===== config.mk =====
export PLATFORM = sky130hd
export DESIGN_NAME = interval_event_timer_channel
export DESIGN_NICKNAME = d
export VERILOG_FILES = /design/src/rtl/interval_event_timer_channel.v
export VERILOG_INCLUDE_DIRS = /design/src /design/src/rtl
export SDC_FILE = /design/constraint.sdc
export NUM_CORES = 1
export LEC_CHECK = 0
export BUFFER_PORTS_ARGS = -buffer_cell sky130_fd_sc_hd__buf_2
export CAP_MARGIN = 0
export CORE_AREA = 8 8 79 95
export CTS_CLUSTER_DIAMETER = 60
export DETAILED_ROUTE_END_ITERATION = 16
export DIE_AREA = 0 0 87 103
export PLACE_DENSITY = 0.67
export RECOVER_POWER = 25
export SLEW_MARGIN = 20
export SYNTH_ARGS = -nofsm -noshare
export SYNTH_HDL_FRONTEND = slang
export SYNTH_SLANG_ARGS = --single-unit

===== constraint.sdc =====
create_clock -name mclk -period 2.1 [get_ports mclk]
set_input_delay 0.105 -clock mclk [delete_from_list [all_inputs] [get_ports mclk]]
set_output_delay 0.105 -clock mclk [all_outputs]
set_load 0.1 [all_outputs]

===== src/rtl/timer_chan_defs.vh =====
/*
  Constants for the interval / event timer channel: reset values, mode
  codes and select codes.
  Assumes inclusion by bare name from the channel module only.
*/
`ifndef TIMER_CHAN_DEFS_VH
`define TIMER_CHAN_DEFS_VH

`define CNT_W           16
`define CNT_ZERO        16'h0000
`define RELOAD_RST      16'hffff
`define MODE_INTERVAL   1'b0
`define MODE_EVENT      1'b1
`define CKSRC_A         1'b0
`define CKSRC_B         1'b1
`define OUT_MODE_TOGGLE 1'b0
`define TIN_PIN         2'h0
`define TIN_SUB_DIV4    2'h1
`define TIN_SUB_DIV2    2'h2
`define TIN_RTC         2'h3

`endif


===== src/rtl/interval_event_timer_channel.v =====
/*
  One timer channel: interval timer / square wave output and external
  event counter.
  Assumes prescaled clock A/B and sub-clock ticks arrive as one-cycle
  enables from mclk logic; the event pin and the rtc event come from
  outside and are synchronised here. Software writes arrive as
  one-cycle write strobes with their data.
*/
`timescale 1ns/1ps
`include "timer_chan_defs.vh"

// Function
// - Output level bit written 0 gives low, 1 gives high; idle level.
// - Output enable 1 lets counting drive output; 0 freezes it.
// - Output mode 0 selects toggle on each channel interrupt.
// - Clock gate 0 stops the unit and ignores all register writes.
// - Clock gate 1 allows writes; channel starts out stopped.
// - Timer input selects pin, sub-clock /4, /2 or rtc event.
// - Stopped channel holds output where it stands; a level write sets it.
// - Start trigger sets running flag; trigger self-clears.
// - Interval first tick loads reload; irq/toggle if start select.
// - Interval: decrement per tick; at zero reload, irq, toggle.
// - Halt trigger clears running; counter and output freeze.
// - Clock gate 0 initialises all registers, level bit to 0.
// - Event mode start loads reload immediately.
// - Event mode: decrement per edge; at zero reload and irq.
// - Event mode reload rewrite takes effect next period.
// - Clock source bit selects prescaled clock A or B.
// - Interval reload rewrite takes effect next period.
module interval_event_timer_channel #(
  parameter CNT_W = `CNT_W
) (
  input  wire             mclk,
  input  wire             resetn,
  input  wire             unit_clock_gate,
  input  wire             prescaled_clk_a,
  input  wire             prescaled_clk_b,
  input  wire             subclk_tick,
  input  wire             rtc_interval_event,
  input  wire             event_input_pin,
  input  wire             wr_mode,
  input  wire             mode_sel_in,
  input  wire             clock_source_in,
  input  wire             use_timer_input_in,
  input  wire             start_irq_select_in,
  input  wire             edge_rise_in,
  input  wire             edge_fall_in,
  input  wire             wr_input_sel,
  input  wire             input_source_select_in,
  input  wire             subclock_divide_select_in,
  input  wire             rtc_input_select_in,
  input  wire             wr_reload,
  input  wire [CNT_W-1:0] reload_in,
  input  wire             wr_out,
  input  wire             out_level_in,
  input  wire             out_enable_in,
  input  wire             out_invert_in,
  input  wire             out_mode_in,
  input  wire             start_trigger,
  input  wire             halt_trigger,
  output reg  [CNT_W-1:0] down_counter,
  output reg              running_flag,
  output reg              channel_irq,
  output reg              timer_output_pin,
  output reg              pin_is_timer
);

  // ****************************************************************
  // Configuration registers
  // ****************************************************************
  reg             mode_q;
  reg             cksrc_q;
  reg             use_tin_q;
  reg             start_irq_q;
  reg             edge_rise_q;
  reg             edge_fall_q;
  reg             tis_q;
  reg             subclock_divide_select_q;
  reg             rtcis_q;
  reg [CNT_W-1:0] reload_q;
  reg             sub_div4_q;
  reg             out_enable_q;
  reg             out_invert_q;
  reg             out_mode_q;
  reg             first_q;
  reg             sub_div_q;
  reg [1:0]       pin_sync_q;
  reg [1:0]       rtc_sync_q;
  reg             pin_prev_q;
  reg             rtc_prev_q;

  wire gate_off = ~resetn | ~unit_clock_gate;
  // Writes only land while the unit is clocked
  wire wr_ok    = unit_clock_gate;

  function [1:0] tin_code;
    input tis;
    input subclock_divide_select;
    input rtcis;
    begin
      if (rtcis)
        tin_code = `TIN_RTC;
      else if (!tis)
        tin_code = `TIN_PIN;
      else if (subclock_divide_select)
        tin_code = `TIN_SUB_DIV2;
      else
        tin_code = `TIN_SUB_DIV4;
    end
  endfunction

  always @(posedge mclk) begin
    if (gate_off) begin
      mode_q       <= `MODE_INTERVAL;
      cksrc_q      <= `CKSRC_A;
      use_tin_q    <= 1'b0;
      start_irq_q  <= 1'b0;
      edge_rise_q  <= 1'b1;
      edge_fall_q  <= 1'b0;
      tis_q        <= 1'b0;
      subclock_divide_select_q       <= 1'b0;
      rtcis_q      <= 1'b0;
      reload_q     <= `RELOAD_RST;
      out_enable_q <= 1'b0;
      out_invert_q <= 1'b0;
      out_mode_q   <= `OUT_MODE_TOGGLE;
    end else if (wr_ok) begin
      // Mode bits are frozen by software convention while running
      if (wr_mode) begin
        mode_q      <= mode_sel_in;
        cksrc_q     <= clock_source_in;
        use_tin_q   <= use_timer_input_in;
        start_irq_q <= start_irq_select_in;
        edge_rise_q <= edge_rise_in;
        edge_fall_q <= edge_fall_in;
      end
      if (wr_input_sel) begin
        tis_q   <= input_source_select_in;
        subclock_divide_select_q  <= subclock_divide_select_in;
        rtcis_q <= rtc_input_select_in;
      end
      // New reload is only sampled at the next load point
      if (wr_reload)
        reload_q <= reload_in;
      if (wr_out) begin
        out_enable_q <= out_enable_in;
        out_invert_q <= out_invert_in;
        out_mode_q   <= out_mode_in;
      end
    end
  end

  // ****************************************************************
  // Count clock selection and input synchronisers
  // ****************************************************************
  wire op_clk = (cksrc_q == `CKSRC_B) ? prescaled_clk_b
                                      : prescaled_clk_a;

  always @(posedge mclk) begin
    if (gate_off) begin
      pin_sync_q <= 2'h0;
      rtc_sync_q <= 2'h0;
      pin_prev_q <= 1'b0;
      rtc_prev_q <= 1'b0;
      sub_div_q  <= 1'b0;
      sub_div4_q <= 1'b0;
    end else begin
      pin_sync_q <= {pin_sync_q[0], event_input_pin};
      rtc_sync_q <= {rtc_sync_q[0], rtc_interval_event};
      // Edge history advances on operation clock ticks only
      if (op_clk) begin
        pin_prev_q <= pin_sync_q[1];
        rtc_prev_q <= rtc_sync_q[1];
      end
      if (subclk_tick)
        sub_div_q <= ~sub_div_q;
      // Second divider stage gives a true quarter of the sub-clock
      if (subclk_tick & sub_div_q)
        sub_div4_q <= ~sub_div4_q;
    end
  end
  wire pin_edge = op_clk &
                  ((edge_rise_q & pin_sync_q[1] & ~pin_prev_q) |
                   (edge_fall_q & ~pin_sync_q[1] & pin_prev_q));
  wire rtc_edge = op_clk & rtc_sync_q[1] & ~rtc_prev_q;
  reg  tin_tick;
  always @* begin
    case (tin_code(tis_q, subclock_divide_select_q, rtcis_q))
      `TIN_PIN:      tin_tick = pin_edge;
      `TIN_SUB_DIV2: tin_tick = subclk_tick & sub_div_q;
      `TIN_SUB_DIV4: tin_tick = subclk_tick & sub_div_q & sub_div4_q;
      `TIN_RTC:      tin_tick = rtc_edge;
      default:       tin_tick = 1'b0;
    endcase
  end
  wire interval_tick = use_tin_q ? tin_tick : op_clk;
  wire event_tick    = pin_edge;

  // ****************************************************************
  // Counter, running flag, interrupt and output
  // ****************************************************************
  wire start_ok = wr_ok & start_trigger;
  wire halt_ok  = wr_ok & halt_trigger;
  wire tick     = (mode_q == `MODE_EVENT) ? event_tick : interval_tick;
  wire at_zero  = (down_counter == `CNT_ZERO);
  reg  irq_d;

  always @* begin
    irq_d = 1'b0;
    if (running_flag & tick & ~halt_ok) begin
      if (mode_q == `MODE_INTERVAL && first_q)
        irq_d = start_irq_q;
      else if (at_zero && !first_q)
        irq_d = 1'b1;
    end
  end

  always @(posedge mclk) begin
    if (gate_off) begin
      down_counter     <= `CNT_ZERO;
      running_flag     <= 1'b0;
      first_q          <= 1'b0;
      channel_irq      <= 1'b0;
      timer_output_pin <= 1'b0;
      pin_is_timer     <= 1'b0;
    end else begin
      channel_irq  <= irq_d;
      pin_is_timer <= 1'b1;
      if (halt_ok) begin
        running_flag <= 1'b0;
      end else if (start_ok) begin
        running_flag <= 1'b1;
        if (mode_q == `MODE_EVENT) begin
          down_counter <= reload_q;
          first_q      <= 1'b0;
        end else if (!running_flag) begin
          first_q <= 1'b1;
        end
      end else if (running_flag & tick) begin
        if (first_q || at_zero)
          down_counter <= reload_q;
        else
          down_counter <= down_counter - 1'b1;
        first_q <= 1'b0;
      end
      // A level write sets the pin; a halt leaves it where it stands
      if (wr_ok & wr_out)
        timer_output_pin <= out_level_in;
      else if (out_enable_q && irq_d && out_mode_q == `OUT_MODE_TOGGLE)
        timer_output_pin <= ~timer_output_pin;
    end
  end

endmodule // interval_event_timer_channel


==> out/results.ini <==
[worst_setup_path]
cpMaxStageDelayCell=or4_1
crit_path_max_fanout=8
worst_path_dominant_cell_family=simple AND/OR/NAND/NOR gates
path_buf_inv=0
critical_path.cell_chain=nor4_4, a41oi_2, a221o_1, or4_1, a31oi_1
critPathRequiredTime_ps=2330
cp.arrival_ps=2240
path_class=reg2reg
worstSetupEndpointType=flop
cp-start-kind=flop
worst_path_largest_cell_delay_ps=470

[clock_network]
worstSkewPairLatency_ps=310
cts-root-buf=clkbuf_8
hold_buffers=0
tritoncts=done
cts-buffers-inserted=5
clk_path_buf_depth=2
cts_max_level=2
clkTransAtPathRegs_ps=100
cts.sinks=56

[drt]
drt_iter0_markers=118
routed_wl_mm=7.053
wire_per_inst_um=15.92
drc_errors=0
ant_nets=0
route.vias.total=2460
drt_first_pass_iters=5
vias_per_cell=5.553

[floorplanning]
core_area_um2=5934
ios=63
row_count=31
die_y_um=103
start_util_pct=44.28
die_w_um=87
dieArea_um2=8961

[global_routing]
grt_use_total_pct=15.88
grt_pass1_vias=2453
grt_max_degree=33
grt_pass1_wl_mm=11.52
grt-ovfl-total=0
antenna_found_initial=0

[sta]
hold_ws_ps=4.106
relSlewSlack_pct=14.09
hold_viol=0
fin_skew_ps=10.65
slew_viol_final=0
fmax_ghz=0.4968
rsz0062_at_grt=yes
setup_viol=0
tightest_slew_ps=1289
period_share_pct=95.85
min_period_ps=2013

[layout]
diodes=0
final_nets=406
drive_gt1_share_pct=31.30
area_delta_synth_final_pct=24.48
final_cells=443

[yosys]
synth-seq-cells=56
avgSynthCellArea_um2=9.123
synth_top_cells_by_area=dfxtp_1 43%, mux2i_1 13%, nand2_1 5.9%
synth_largest_area_cell=dfxtp_1
netlist.area_leader.share_pct=42.67
ys_types=46
yosys_warnings=0
synth-async-reset-ratio_pct=0
synth-edff-count=0
synth_ff_type=dfxtp_1
seq_area_frac_synth_pct=42.67
synth_area_um2=2628
syn_nets=333
synth_cells=288

[power_and_ir_drop]
powerDensity_nw_per_um2=613.4
total_power_w=0.002006
leakagePower_nw=1.454
ir_drop_v=0.0004408

[placed_design]
dp_cells=431
port_buffers=61
gp_congestion=0.8240
post-dp-hpwl_mm=5.268

[job]
drv_cap=0

[hold_path]
hold_path_class=in2reg

[run_status]
status=completed

[worst register-to-register path: stages (launching register included)]
cell and delay [ps]:
dfxtp_2 380, nor4_4 420, a41oi_2 210, a221o_1 310, or4_1 470, a31oi_1 150
[metrics by stage]
step	util [%]	area (µm²)	TNS, ps	worst slack [ps]
CTS	54.50	3234	0	31.47
floorplan	-	2679	0	5.520
global route	55.11	3271	-23.28	-11.97
global placement	53.00	3146	-1488	-110.3
detailed placement	53.00	3146	-2507	-197.2
finish	55.11	3271	0	87.22
[worst paths after layout]
path                                       from          endpoint  slack [ps]  cells past startpoint
worst max-delay path            down_counter[7]  timer_output_pin          90                      5
worst min-delay path               reload_in[5]       reload_q[5]           4                      3
worst max register to register  down_counter[7]  timer_output_pin          90                      5
worst min register to register    rtc_sync_q[0]     rtc_sync_q[1]         470                      1
[cell usage in the layout (no fill, tap or decap), drive strengths merged, types with 2 or more instances in the layout]
cell type	synthesis	routed
nor4	9	9
dfxtp	56	56
a2bb2oi	8	8
a31oi	3	3
clkbuf	12	10
nand2	41	41
nand4	2	2
o31ai	2	2
a21boi	2	2
nand3	4	4
a21oi	8	8
and3	4	4
nor4b	2	2
ha	2	2
o32ai	14	14
o21ai	4	4
nor3	14	14
or4	2	2
nand2b	2	2
nand3b	3	3
a22oi	6	6
inv	4	4
buf	6	80
clkinv	1	2
mux2i	34	34
a211oi	3	3
nor2b	2	2
nor2	22	22
[state kept, by name, indices dropped and copies added (netlist names), 2 cells and up]
| name | count |
|---|---|
| down_counter | 16 |
| pin_sync_q | 2 |
| reload_q | 16 |
| rtc_sync_q | 2 |
[timing repair]
| item | CTS | global route |
|---|---|---|
| buffers inserted | 0 | 5 |
| pin swaps | 0 | 3 |
| setup endpoints to repair | 15 | 5 |
| gates resized for setup | 2 | 2 |
| gates cloned | 0 | 0 |
[layer usage]
layer  global-route usage, %  share of wire (%)  vias to the layer above
li1                        -                  -                     1215
met1                   19.01                 42                     1159
met2                   27.43                 50                       77
met3                   3.828                6.7                        9
met4                   4.515               0.86                        0
met5                       0                  0                        -
[cell usage after synthesis (2+ instances only)]
master	n
a211oi_1	3
a21boi_0	2
a21oi_1	8
a22oi_1	6
a2bb2oi_1	8
a31oi_1	3
and3_1	4
buf_2	5
clkbuf_1	12
dfxtp_1	56
ha_1	2
inv_1	4
mux2i_1	34
nand2_1	41
nand2b_1	2
nand3_1	4
nand3b_1	3
nand4_1	2
nor2_1	22
nor2b_1	2
nor3_1	14
nor4_1	7
nor4_4	2
nor4b_1	2
o21ai_0	4
o31ai_1	2
o32ai_1	14
or4_1	2
[where the power goes]
| group | total, W | switching [W] | internal, W |
|---|---|---|---|
| logic | 0.000349 | 0.000195 | 0.000154 |
| clock network | 0.000556 | 0.000328 | 0.000228 |
| registers | 0.00110 | 0.0000204 | 0.00108 |
| total | 0.00201 | 0.000543 | 0.00146 |
[area by class of cell]
type,count,area [µm²]
tap,82,102.6
sequential,56,1156
timing repair buffer,84,469.2
clock buffer,6,72.57
fill,557,2664
clock inverter,1,5.005
multi-input combinational,209,1444
inverter,5,21.27
[logic make-up (layout without fill, tap and decap cells)]
kind of cell / after synthesis / after routing / share of synthesized area [%]
xor gates and xnor gates: 2 / 2 / 0.6668
muxes: 34 / 34 / 12.95
and+or+nand+nor: 110 / 110 / 20.90
buffers and inverters: 23 / 96 / 3.523
DFF: 56 / 56 / 42.67
adders and majority gates: 2 / 2 / 0.9522
AOI/OAI and AO/OA: 61 / 61 / 18.33
(Power assumes the default switching activity.)
